--- src/inc/vc0_res_pkg.sv ---
package vc0_res_pkg;

	// ************************************************************
	// register offsets (byte addresses in configuration space)
	// ************************************************************
	localparam int          CFG_ADDR_W    = 12;
	localparam logic [11:0] CTRL_OFS      = 12'h214;
	localparam logic [11:0] STS_OFS       = 12'h218;

	// ************************************************************
	// control register field positions
	// ************************************************************
	localparam int TC_MAP_LSB    = 0;
	localparam int TC_MAP_W      = 8;
	localparam int LOAD_CMD_BIT  = 16;
	localparam int ARB_SEL_LSB   = 17;
	localparam int ARB_SEL_W     = 3;
	localparam int CHAN_ID_LSB   = 24;
	localparam int CHAN_ID_W     = 3;
	localparam int CHAN_EN_BIT   = 31;

	// ************************************************************
	// status register field positions
	// ************************************************************
	localparam int TABLE_STS_BIT = 16;
	localparam int NEG_PEND_BIT  = 17;

	// ************************************************************
	// reset and hardwired values
	// ************************************************************
	localparam logic [7:0]  TC_MAP_RST    = 8'hFF;
	localparam logic [7:0]  TC_MAP_RO     = 8'h01;
	localparam logic [2:0]  ARB_SEL_RST   = 3'h0;
	localparam logic [2:0]  CHAN_ID_VAL   = 3'h0;
	localparam logic        CHAN_EN_VAL   = 1'b1;
	localparam logic        NEG_PEND_VAL  = 1'b0;
	localparam logic        TABLE_STS_RST = 1'b0;
	localparam logic [7:0]  ARB_CAP_RST   = 8'h01;
	localparam logic [7:0]  TABLE_SCHEMES = 8'hFE;
	localparam logic [31:0] RDATA_RST     = 32'h0000_0000;

	// ************************************************************
	// table copy defaults
	// ************************************************************
	localparam int TABLE_DEPTH   = 8;
	localparam int ENTRY_W       = 4;

	// ************************************************************
	// carriers
	// ************************************************************
	typedef struct packed {
		logic                  valid;
		logic                  write;
		logic [CFG_ADDR_W-1:0] addr;
		logic [3:0]            be;
		logic [31:0]           wdata;
	} cfg_req_t;

	typedef struct packed {
		logic        ack;
		logic [31:0] rdata;
	} cfg_rsp_t;

	typedef enum logic [1:0] {
		COPY_IDLE,
		COPY_READ,
		COPY_WRITE
	} copy_state_t;

endpackage

--- src/hw/arb_table_copier.sv ---
`timescale 1ns/1ns
module arb_table_copier #(
	parameter int DEPTH = vc0_res_pkg::TABLE_DEPTH,
	parameter int WIDTH = vc0_res_pkg::ENTRY_W
) (
	// clock and reset
	input  wire logic                     clk_sys_i,
	input  wire logic                     rst_i,
	// control
	input  wire logic                     start_i,
	output logic                          busy_o,
	output logic                          done_o,
	// stored table read port, data one cycle after index
	output logic [$clog2(DEPTH)-1:0]      tbl_rd_idx_o,
	input  wire logic [WIDTH-1:0]         tbl_rd_data_i,
	// arbitration logic load port
	output logic                          arb_we_o,
	output logic [$clog2(DEPTH)-1:0]      arb_idx_o,
	output logic [WIDTH-1:0]              arb_data_o
);
	localparam int IW = $clog2(DEPTH);
	localparam logic [IW-1:0] LAST = IW'(DEPTH - 1);

	vc0_res_pkg::copy_state_t state;
	vc0_res_pkg::copy_state_t next_state;
	logic [IW-1:0]            idx;
	logic [IW-1:0]            next_idx;
	logic                     done;
	logic                     next_done;
	logic                     we;
	logic                     next_we;
	logic [WIDTH-1:0]         data;
	logic [WIDTH-1:0]         next_data;
	logic [IW-1:0]            widx;
	logic [IW-1:0]            next_widx;

	always_comb begin
		next_state = state;
		next_idx   = idx;
		next_done  = 1'b0;
		next_we    = 1'b0;
		next_data  = data;
		next_widx  = widx;
		unique case (state)
			vc0_res_pkg::COPY_IDLE: begin
				if (start_i) begin
					next_idx   = '0;
					next_state = vc0_res_pkg::COPY_READ;
				end
			end
			vc0_res_pkg::COPY_READ: begin
				next_state = vc0_res_pkg::COPY_WRITE;
			end
			vc0_res_pkg::COPY_WRITE: begin
				next_we   = 1'b1;
				next_data = tbl_rd_data_i;
				next_widx = idx;
				if (idx == LAST) begin
					next_done  = 1'b1;
					next_state = vc0_res_pkg::COPY_IDLE;
				end else begin
					next_idx   = idx + IW'(1);
					next_state = vc0_res_pkg::COPY_READ;
				end
			end
		endcase
	end

	always_ff @(posedge clk_sys_i) begin
		if (rst_i) begin
			state <= vc0_res_pkg::COPY_IDLE;
			idx   <= '0;
			done  <= 1'b0;
			we    <= 1'b0;
			data  <= '0;
			widx  <= '0;
		end else begin
			state <= next_state;
			idx   <= next_idx;
			done  <= next_done;
			we    <= next_we;
			data  <= next_data;
			widx  <= next_widx;
		end
	end

	// done rides with the last entry's write
	assign busy_o       = (state != vc0_res_pkg::COPY_IDLE) || we;
	assign done_o       = done;
	assign tbl_rd_idx_o = idx;
	assign arb_we_o     = we;
	assign arb_idx_o    = widx;
	assign arb_data_o   = data;

endmodule // arb_table_copier

--- src/hw/vc0_resource_ctrl_status.sv ---
`timescale 1ns/1ns

module vc0_resource_ctrl_status #(
	parameter logic [7:0] PORT_ARB_CAP  = vc0_res_pkg::ARB_CAP_RST,
	parameter logic [7:0] TABLE_SCHEMES = vc0_res_pkg::TABLE_SCHEMES,
	parameter int         TABLE_DEPTH   = vc0_res_pkg::TABLE_DEPTH,
	parameter int         ENTRY_W       = vc0_res_pkg::ENTRY_W
) (
	// clock and reset
	input  wire logic                         clk_sys_i,
	input  wire logic                         rst_i,
	// configuration access port
	input  wire vc0_res_pkg::cfg_req_t        cfg_req_i,
	output vc0_res_pkg::cfg_rsp_t             cfg_rsp_o,
	// port arbitration table write strobe from table storage
	input  wire logic                         arb_table_written_i,
	// stored table read port
	output logic [$clog2(TABLE_DEPTH)-1:0]    tbl_rd_idx_o,
	input  wire logic [ENTRY_W-1:0]           tbl_rd_data_i,
	// arbitration logic load port
	output logic                              arb_load_we_o,
	output logic [$clog2(TABLE_DEPTH)-1:0]    arb_load_idx_o,
	output logic [ENTRY_W-1:0]                arb_load_data_o,
	// configuration seen by the datapath
	output logic [7:0]                        traffic_class_channel_map_o,
	output logic [2:0]                        port_arb_select_o,
	output logic                              channel_enable_bit_o,
	output logic                              port_arb_table_status_o
);

	// ************************************************************
	// decode
	// ************************************************************
	logic hit_ctrl;
	logic hit_sts;
	logic wr_ctrl;
	logic rd_any;

	assign hit_ctrl = cfg_req_i.addr == vc0_res_pkg::CTRL_OFS;
	assign hit_sts  = cfg_req_i.addr == vc0_res_pkg::STS_OFS;
	assign wr_ctrl  = cfg_req_i.valid && cfg_req_i.write && hit_ctrl;
	assign rd_any   = cfg_req_i.valid && !cfg_req_i.write;

	// lanes 1 and 3 carry only reserved and hardwired bits, so they need no strobe
	logic wr_map_lane;
	logic wr_cmd_lane;

	assign wr_map_lane = wr_ctrl && cfg_req_i.be[0];
	assign wr_cmd_lane = wr_ctrl && cfg_req_i.be[2];

	// ************************************************************
	// class map write value, one bit per traffic class
	// ************************************************************
	logic [7:0] map_wr_value;

	for (genvar b = 0; b < vc0_res_pkg::TC_MAP_W; b++) begin : g_map_bit
		if (vc0_res_pkg::TC_MAP_RO[b]) begin : g_fixed
			// class 0 always travels on channel 0, so its bit cannot be cleared
			assign map_wr_value[b] = 1'b1;
		end else begin : g_open
			assign map_wr_value[b] = cfg_req_i.wdata[vc0_res_pkg::TC_MAP_LSB + b];
		end
	end

	// ************************************************************
	// control register state
	// ************************************************************
	logic [7:0] traffic_class_channel_map;
	logic [7:0] next_traffic_class_channel_map;
	logic [2:0] port_arb_select;
	logic [2:0] next_port_arb_select;
	logic       load_port_arb_table;
	logic       table_used;

	always_comb begin
		next_traffic_class_channel_map = traffic_class_channel_map;
		next_port_arb_select           = port_arb_select;
		if (wr_map_lane) begin
			next_traffic_class_channel_map = map_wr_value;
		end
		if (wr_cmd_lane) begin
			// stored as written; legality against the capability is software's duty
			next_port_arb_select = cfg_req_i.wdata[vc0_res_pkg::ARB_SEL_LSB +: vc0_res_pkg::ARB_SEL_W];
		end
	end

	always_ff @(posedge clk_sys_i) begin
		if (rst_i) begin
			traffic_class_channel_map <= vc0_res_pkg::TC_MAP_RST;
			port_arb_select           <= vc0_res_pkg::ARB_SEL_RST;
		end else begin
			traffic_class_channel_map <= next_traffic_class_channel_map;
			port_arb_select           <= next_port_arb_select;
		end
	end

	// ************************************************************
	// table load command
	// ************************************************************
	// a write of zero, or a write without the byte lane, starts nothing
	assign load_port_arb_table = wr_cmd_lane && cfg_req_i.wdata[vc0_res_pkg::LOAD_CMD_BIT];

	// scheme must be both capable and table based; checked against the select
	// in force when the command arrives, not the one written alongside it
	assign table_used = PORT_ARB_CAP[port_arb_select] && TABLE_SCHEMES[port_arb_select];

	logic copy_start;
	logic copy_busy;
	logic copy_done;

	// a command during a copy in flight is dropped, not queued
	assign copy_start = load_port_arb_table && table_used && !copy_busy;

	arb_table_copier #(
		.DEPTH (TABLE_DEPTH),
		.WIDTH (ENTRY_W)
	) arb_table_copier_inst (
		.clk_sys_i     (clk_sys_i),
		.rst_i         (rst_i),
		.start_i       (copy_start),
		.busy_o        (copy_busy),
		.done_o        (copy_done),
		.tbl_rd_idx_o  (tbl_rd_idx_o),
		.tbl_rd_data_i (tbl_rd_data_i),
		.arb_we_o      (arb_load_we_o),
		.arb_idx_o     (arb_load_idx_o),
		.arb_data_o    (arb_load_data_o)
	);

	// ************************************************************
	// table coherency status
	// ************************************************************
	logic port_arb_table_status;
	logic next_port_arb_table_status;

	always_comb begin
		next_port_arb_table_status = port_arb_table_status;
		if (copy_done) begin
			next_port_arb_table_status = 1'b0;
		end
		// a table write in the finishing cycle leaves the table stale again
		if (arb_table_written_i) begin
			next_port_arb_table_status = 1'b1;
		end
	end

	always_ff @(posedge clk_sys_i) begin
		if (rst_i) begin
			port_arb_table_status <= vc0_res_pkg::TABLE_STS_RST;
		end else begin
			port_arb_table_status <= next_port_arb_table_status;
		end
	end

	// ************************************************************
	// read data
	// ************************************************************
	logic [31:0] ctrl_view;
	logic [31:0] sts_view;
	logic [31:0] rd_mux;

	always_comb begin
		ctrl_view = 32'h0000_0000;
		ctrl_view[vc0_res_pkg::TC_MAP_LSB +: vc0_res_pkg::TC_MAP_W] = traffic_class_channel_map;
		ctrl_view[vc0_res_pkg::LOAD_CMD_BIT] = 1'b0;
		ctrl_view[vc0_res_pkg::ARB_SEL_LSB +: vc0_res_pkg::ARB_SEL_W] = port_arb_select;
		ctrl_view[vc0_res_pkg::CHAN_ID_LSB +: vc0_res_pkg::CHAN_ID_W] = vc0_res_pkg::CHAN_ID_VAL;
		ctrl_view[vc0_res_pkg::CHAN_EN_BIT] = vc0_res_pkg::CHAN_EN_VAL;
	end

	always_comb begin
		sts_view = 32'h0000_0000;
		sts_view[vc0_res_pkg::TABLE_STS_BIT] = port_arb_table_status;
		// channel 0 is never negotiated, so nothing here can show progress
		sts_view[vc0_res_pkg::NEG_PEND_BIT] = vc0_res_pkg::NEG_PEND_VAL;
	end

	always_comb begin
		rd_mux = 32'h0000_0000;
		if (hit_ctrl) begin
			rd_mux = ctrl_view;
		end else if (hit_sts) begin
			rd_mux = sts_view;
		end
	end

	// ************************************************************
	// response
	// ************************************************************
	// every request, mapped or not, is answered one cycle later;
	// unmapped reads return zero and unmapped writes are dropped
	logic        ack;
	logic        next_ack;
	logic [31:0] rdata;
	logic [31:0] next_rdata;

	always_comb begin
		next_ack   = cfg_req_i.valid;
		next_rdata = rdata;
		if (rd_any) begin
			next_rdata = rd_mux;
		end else if (cfg_req_i.valid) begin
			next_rdata = vc0_res_pkg::RDATA_RST;
		end
	end

	always_ff @(posedge clk_sys_i) begin
		if (rst_i) begin
			ack   <= 1'b0;
			rdata <= vc0_res_pkg::RDATA_RST;
		end else begin
			ack   <= next_ack;
			rdata <= next_rdata;
		end
	end

	assign cfg_rsp_o.ack   = ack;
	assign cfg_rsp_o.rdata = rdata;

	// ************************************************************
	// datapath view
	// ************************************************************
	assign traffic_class_channel_map_o = traffic_class_channel_map;
	assign port_arb_select_o           = port_arb_select;
	assign channel_enable_bit_o        = vc0_res_pkg::CHAN_EN_VAL;
	assign port_arb_table_status_o     = port_arb_table_status;

endmodule // vc0_resource_ctrl_status

--- config.mk ---
export PLATFORM = sky130hd
export DESIGN_NAME = vc0_resource_ctrl_status
export DESIGN_NICKNAME = d
export VERILOG_FILES = /design/src/inc/vc0_res_pkg.sv /design/src/hw/arb_table_copier.sv /design/src/hw/vc0_resource_ctrl_status.sv
export SDC_FILE = /design/constraint.sdc
export NUM_CORES = 1
export LEC_CHECK = 0
export BUFFER_PORTS_ARGS = -buffer_cell sky130_fd_sc_hd__buf_2
export CORE_ASPECT_RATIO = 1.1
export CORE_MARGIN = 2
export CORE_UTILIZATION = 37
export CTS_CLUSTER_SIZE = 28
export DETAILED_ROUTE_END_ITERATION = 12
export PLACE_DENSITY = 0.75
export SLEW_MARGIN = 20
export SYNTH_ARGS = -nofsm -noshare
export SYNTH_HDL_FRONTEND = slang
export SYNTH_SLANG_ARGS = --single-unit
--- constraint.sdc ---
create_clock -name clk_sys_i -period 2.1 [get_ports clk_sys_i]
set_clock_uncertainty 0.1 [all_clocks]
set_input_delay 0.105 -clock clk_sys_i [delete_from_list [all_inputs] [get_ports clk_sys_i]]
set_output_delay 0.105 -clock clk_sys_i [all_outputs]
set_load 0.01 [all_outputs]
==> results of run 1 <==
registers in the layout, summed over array words and instances, names as in the netlist, named ones only:
register	flops
arb_table_copier_inst.state	2
rdata	12
arb_table_copier_inst.arb_we_o	1
traffic_class_channel_map_o	7
arb_table_copier_inst.done_o	1
arb_table_copier_inst.tbl_rd_idx_o	3
port_arb_select_o	3
arb_table_copier_inst.arb_data_o	4
arb_table_copier_inst.arb_idx_o	3
port_arb_table_status_o	1
ack	1
synth_stat cells (all sizes together):
master,instances,area share (%)
a21oi,11,3.2
a22oi,10,4.4
buf,24,11
clkbuf,7,1.5
conb,2,0.44
dfxtp,40,46
ha,2,1.5
inv,5,1.1
mux2i,10,5.8
nand2,15,3.3
nand2b,8,2.9
nand3b,2,0.87
nand4,1,0.36
nand4b,3,1.5
nand4bb,1,0.65
nor2,20,4.4
nor2b,2,0.73
nor3,3,0.87
nor3b,1,0.44
nor4,3,2.0
nor4b,1,1.4
o21ai,3,0.87
o21bai,1,0.44
o41ai,2,1.0
or3,4,1.5
or3b,1,0.51
or4,1,0.65
or4b,1,0.80
cell families (layout without fill, tap and decap cells):
group | after synthesis | after routing | share of synthesized area [%]
and+or+nand+nor | 67 | 67 | 22.7
buffers and inverters | 36 | 102 | 13.3
DFF | 40 | 40 | 46.4
other | 2 | 21 | 0.436
AOI/OAI and AO/OA | 27 | 27 | 9.87
adders and majority gates | 2 | 2 | 1.45
muxes | 10 | 10 | 5.81
power groups by stage:
stage / Sequential, mW / Combinational (mW) / Clock [mW]
after floorplan: 0.780 / 0.0709 / 0
final: 0.762 / 0.106 / 0.462
after CTS: 0.762 / 0.105 / 0.486
after global placement: 0.779 / 0.0822 / 0
after global routing: 0.762 / 0.116 / 0.526
after detailed placement: 0.779 / 0.0838 / 0
layout make-up:
class	instances	area, um2
multi-input combinational	127	772
tap	56	70.1
sequential	40	801
inverter	5	18.8
clock buffer	6	72.6
clock inverter	1	5.00
timing repair buffer	90	553
fill	426	2260
per-layer routing:
metal  vias to the layer above  part of all wire (%)  track usage, %  wire length [um]
li1                        752                     -               -                 -
met1                       662                    41            15.5              1540
met2                        60                    50            26.2              1870
met3                         5                   8.3            5.95               311
met4                         0                  0.99            5.88                37
met5                         -                     0               0                 0
timing repair:
item | 4_1_cts | 5_1_grt
hold endpoints to repair | 15 | 0
hold buffers | 15 | 0
setup endpoints to repair | 0 | 0
critical path, delay by kind of cell:
family | cells | cell delay, ns
buffers and inverters | 1 | 0.09
AND/OR/NAND/NOR | 4 | 1.61
metrics by stage:
stage / cells / setup slack (ns) / instance area, um2 / hold WS (ns)
global route: 325 / 0.307 / 2290 / 0.00937
finish: 325 / 0.369 / 2290 / 0.0179
detailed placement: 303 / 0.0643 / 2060 / 0.231
global placement: 303 / 0.0684 / 2060 / 0.216
CTS: 325 / 0.378 / 2290 / 0.00309
floorplan: 203 / 0.0688 / 1800 / 0.109
how the worst min path moves through the flow:
stage | slack [ns] | start | endpoint | depth (start not counted)
detailed placement | 0.23 | cfg_req_i[3] | traffic_class_channel_map_o[3] | 3
floorplan | 0.11 | rst_i | flip-flop | 1
CTS | 0.003 | cfg_req_i[39] | rdata[16] | 3
global placement | 0.22 | arb_table_written_i | port_arb_table_status_o | 3
finish | 0.02 | cfg_req_i[39] | rdata[16] | 3
global route | 0.009 | cfg_req_i[39] | rdata[16] | 3
==> run metrics, run 1 <==
outcome complete, no violations; Initial Utilization 37.9%; Residual DRC 0; clock sink count 40; DR vias 1479; CTS tree done; CP required 2.17 ns; final hold vios 0; post-layout minimum cycle time 1.73 ns; Post-Syn Instances 184; routed length per instance 11.6 um; Root Driver clkbuf_8; r2r endpoint arb_table_copier_inst.state[0]; max-cap violation count 0; type of origin of the critical path input pin; synthesis warning total 0; switching share of power 22.0%; initial antenna violation count 0; post-route clock period utilization 82.4%; Antenna Nets Post-Route 0; vias per inst 4.55; Final nets 328; first-pass GRT wire length 6020 um; Worst slew margin 51.3%; dpl hpwl 2590 um; core region area 4550 um2; Buffers on Ports 69; unrepaired setup endpoints after global routing no; Comb pwr share 8.0%; clk slew on worst S/H paths 0.07 ns; Leakage 1.05 nW; final setup TNS 0 ns; layout cells sized above 1 32.3%; power after layout 1.33 mW; Worst Reg-to-Reg Cells 6; Slew @ Worst Pin 0.730 ns; worst-path cell chain buf_2 > or4b_4 > or4_4 > nor4b_4 > or3_1; CP max FO 2; clk_lat worst skew 0.28 ns; Max Slew Vio Count 0; Crit. Startpoint cfg_req_i[47]; CTS max path bufs 2; largest net degree at the start of global routing 43; maximum VDD drop 0.000462 V; CP max-delay cell or4_4; Worst Setup Path Type in2reg; CTS buffer count 5; htree depth 2; Antenna diodes 0; Chip Height 75.6 um; Die Area 5220 um2; 1st-iter DRT viols 58; Setup crit end kind flip-flop; Crit Reg-Reg Startpoint arb_table_copier_inst.tbl_rd_idx_o[0]; Syn-to-layout area delta 32.9%; final core utilization 50.3%; clock share of power 34.7%; HP Class in2reg; global placement routability congestion 0.751; Sw Pwr 293 uW; Resized Gates After CTS 0; vias in the first global route 1336; row count 26; synthesized area 1720 um2; Worst R2R Setup Slack 0.64 ns; FMAX 0.578 GHz; post-CTS setup buffers 0; Seq cells post-synth 40; register area share after synthesis 46.4%; Worst Path Arrival 1.80 ns; Yosys cell types 30; I/O pin count 114; most common cell after layout, fill and taps aside buf_2; Die W 69.1 um; DRT Pass-1 Iters 4; critical path's largest stage delay 0.58 ns; Seq pwr share 57.3%; most frequent cells in the layout buf_2, dfxtp_1, conb_1; WL final 3760 um; Int Pwr 1.04 mW; power density cells 580 nW/um2; global route overflow 0; Mean Syn Cell Area 9.37 um2; # setup viols final 0; GRT Util Overall 14.5%
Note: power is estimated with default switching activity, not from simulation.
==> run 2, diff against run 1 <==
- clock period: 2.1 -> 1.45 ns (I/O delays scaled with it)
==> run 2 against run 1 <==
Effect of this change:
- the flow now finishes with violations (negative setup slack)
- critical path type unchanged
- cell count rose by 3.1%
- core utilization rose by 3.5 points
- worst setup slack got worse by 0.46 ns
- via count rose by 4.5%
- critical path depth did not move
==> run metrics, run 2 (synthesis gave the netlist of run 1 again) <==
outcome finished with violations (was complete, no violations); failing checks negative setup slack; Final nets 337 (was 328); # placed instances 310 (was 303); Slew @ Worst Pin 0.628 ns (was 0.730 ns); worst path bufs/invs 1 (unchanged); DRT Pass-1 Iters 4 (unchanged); max-cap violation count 0 (unchanged); largest net degree at the start of global routing 39 (was 43); cell area after layout 2450 um2 (was 2290 um2); row count 26 (unchanged); initial antenna violation count 0 (unchanged); HP Class in2reg (unchanged); htree depth 2 (unchanged); Placed Area 2100 um2 (was 2060 um2); Die Area 5220 um2 (unchanged); post-route clock period utilization 106%; Die W 69.1 um (unchanged); CTS buffer count 5 (unchanged); Worst Path Arrival 1.62 ns (was 1.80 ns); post-layout minimum cycle time 1.54 ns; unrepaired setup endpoints after global routing yes (was no); max reg flops 12 (unchanged); Worst Setup Path Type in2reg (unchanged); clk_lat worst skew 0.29 ns (was 0.28 ns); Residual DRC 0 (unchanged); vias in the first global route 1423 (was 1336); Root Driver clkbuf_8 (unchanged); Initial Utilization 37.9% (unchanged); Max Slew Vio Count 0 (unchanged); Setup crit end kind flip-flop (unchanged); clk slew on worst S/H paths 0.08 ns (was 0.07 ns); maximum VDD drop 0.000532 V (was 0.000462 V); CTS tree done (unchanged); most common cell after layout, fill and taps aside buf_2 (unchanged); worst-path cell chain buf_6 > or4b_4 > or4_4 > nor4b_4 > or3_1 (was buf_2 > or4b_4 > or4_4 > nor4b_4 > or3_1); type of origin of the critical path input pin (unchanged); # setup viols final 9 (was 0); GRT Util Overall 14.8% (was 14.5%); vias per inst 4.61 (was 4.55); power density cells 921 nW/um2 (was 580 nW/um2); Worst slew margin 58.1% (was 51.3%); final hold vios 0 (unchanged); WL final 4020 um (was 3760 um); I/O pin count 114 (unchanged); global placement routability congestion 0.783 (was 0.751); most frequent cells in the layout buf_2, dfxtp_1, conb_1 (unchanged); Leakage 1.14 nW (was 1.05 nW); FMAX 0.650 GHz; dpl hpwl 2760 um (was 2590 um); CP max FO 2 (unchanged); register name with the most flops rdata (unchanged); layout cells sized above 1 37.3% (was 32.3%); non-filler cells, final 335 (was 325); Antenna diodes 0 (unchanged); CP max-delay cell or4b_4 (was or4_4); 1st-iter DRT viols 57 (was 58); global route overflow 0 (unchanged); first-pass GRT wire length 6180 um (was 6020 um); routed length per instance 12.0 um (was 11.6 um); CP required 1.53 ns (was 2.17 ns); CP delay by family, top simple AND/OR/NAND/NOR gates (unchanged); Chip Height 75.6 um (unchanged); setup slack after layout -0.0884 ns (was 0.369 ns); clock sink count 40 (unchanged); Buffers on Ports 69 (unchanged); DR vias 1545 (was 1479); CTS max path bufs 2 (unchanged); critical path's largest stage delay 0.53 ns (was 0.58 ns); Antenna Nets Post-Route 0 (unchanged); core region area 4550 um2 (unchanged); Syn-to-layout area delta 42.1% (was 32.9%)
-- run 2: final timing paths --
check                                               end  slack (ns)  cells after the start                             startpoint
setup / recovery                              flip-flop       -0.09                      5                          cfg_req_i[36]
hold / removal                                rdata[16]        0.15                      5                          cfg_req_i[38]
setup reg to reg  arb_table_copier_inst.tbl_rd_idx_o[0]        0.04                      4  arb_table_copier_inst.tbl_rd_idx_o[1]
hold reg to reg      arb_table_copier_inst.arb_idx_o[1]        0.35                      2     arb_table_copier_inst.arb_idx_o[1]
-- run 2: where the power goes --
group	internal [mW]	switching (mW)
registers	1.10	0.00179
clock network	0.607	0.373
logic	0.0868	0.0865
-- run 2: timing repair --
item / in CTS / in global routing
setup endpoints to repair: 9 / 24
hold buffers: 15 / 0
setup buffers: 0 / 1
gates resized for setup: 3 / 11
hold endpoints to repair: 16 / 0
cloned: 0 / 1
pin swaps: 0 / 1
-- run 2: worst min-delay path: cells and delay by family --
kind	cells	cell delay [ns]
compound gates	1	0.09
buf+inv	2	0.20
simple gates	2	0.13
-- run 2: stage by stage --
| step | setup WS (ns) | util (%) | total power [mW] | hold WS, ns | setup TNS [ns] |
|---|---|---|---|---|---|
| final | -0.0884 | 53.8 | 2.26 | 0.153 | -0.252 |
| after global routing | -0.0890 | 53.8 | 2.34 | 0.162 | -0.475 |
| after CTS | -0.0786 | 52.6 | 2.28 | 0.106 | -0.189 |
| after detailed placement | -0.429 | 46.2 | 1.26 | 0.197 | -7.95 |
| after global placement | -0.386 | 46.2 | 1.26 | 0.186 | -6.99 |
| after floorplan | -0.427 | - | 1.23 | 0.0763 | -3.08 |
-- run 2: layer usage --
layer  vias to the layer above  part of all wire, %  track usage, %
li1                        772                    -               -
met1                       715                   40            15.0
met2                        54                   53            29.1
met3                         4                  6.0            4.76
met4                         0                 0.75            5.23
met5                         -                    0               0
-- run 2: cell type report --
type	instances	area (um2)
well taps	56	70.1
multi-input cells	127	813
flip-flops and latches	40	802
fillers	414	2100
repair buffers	99	619
inverters	5	18.8
clock inverters	1	30.0
clock buffers	7	96.3
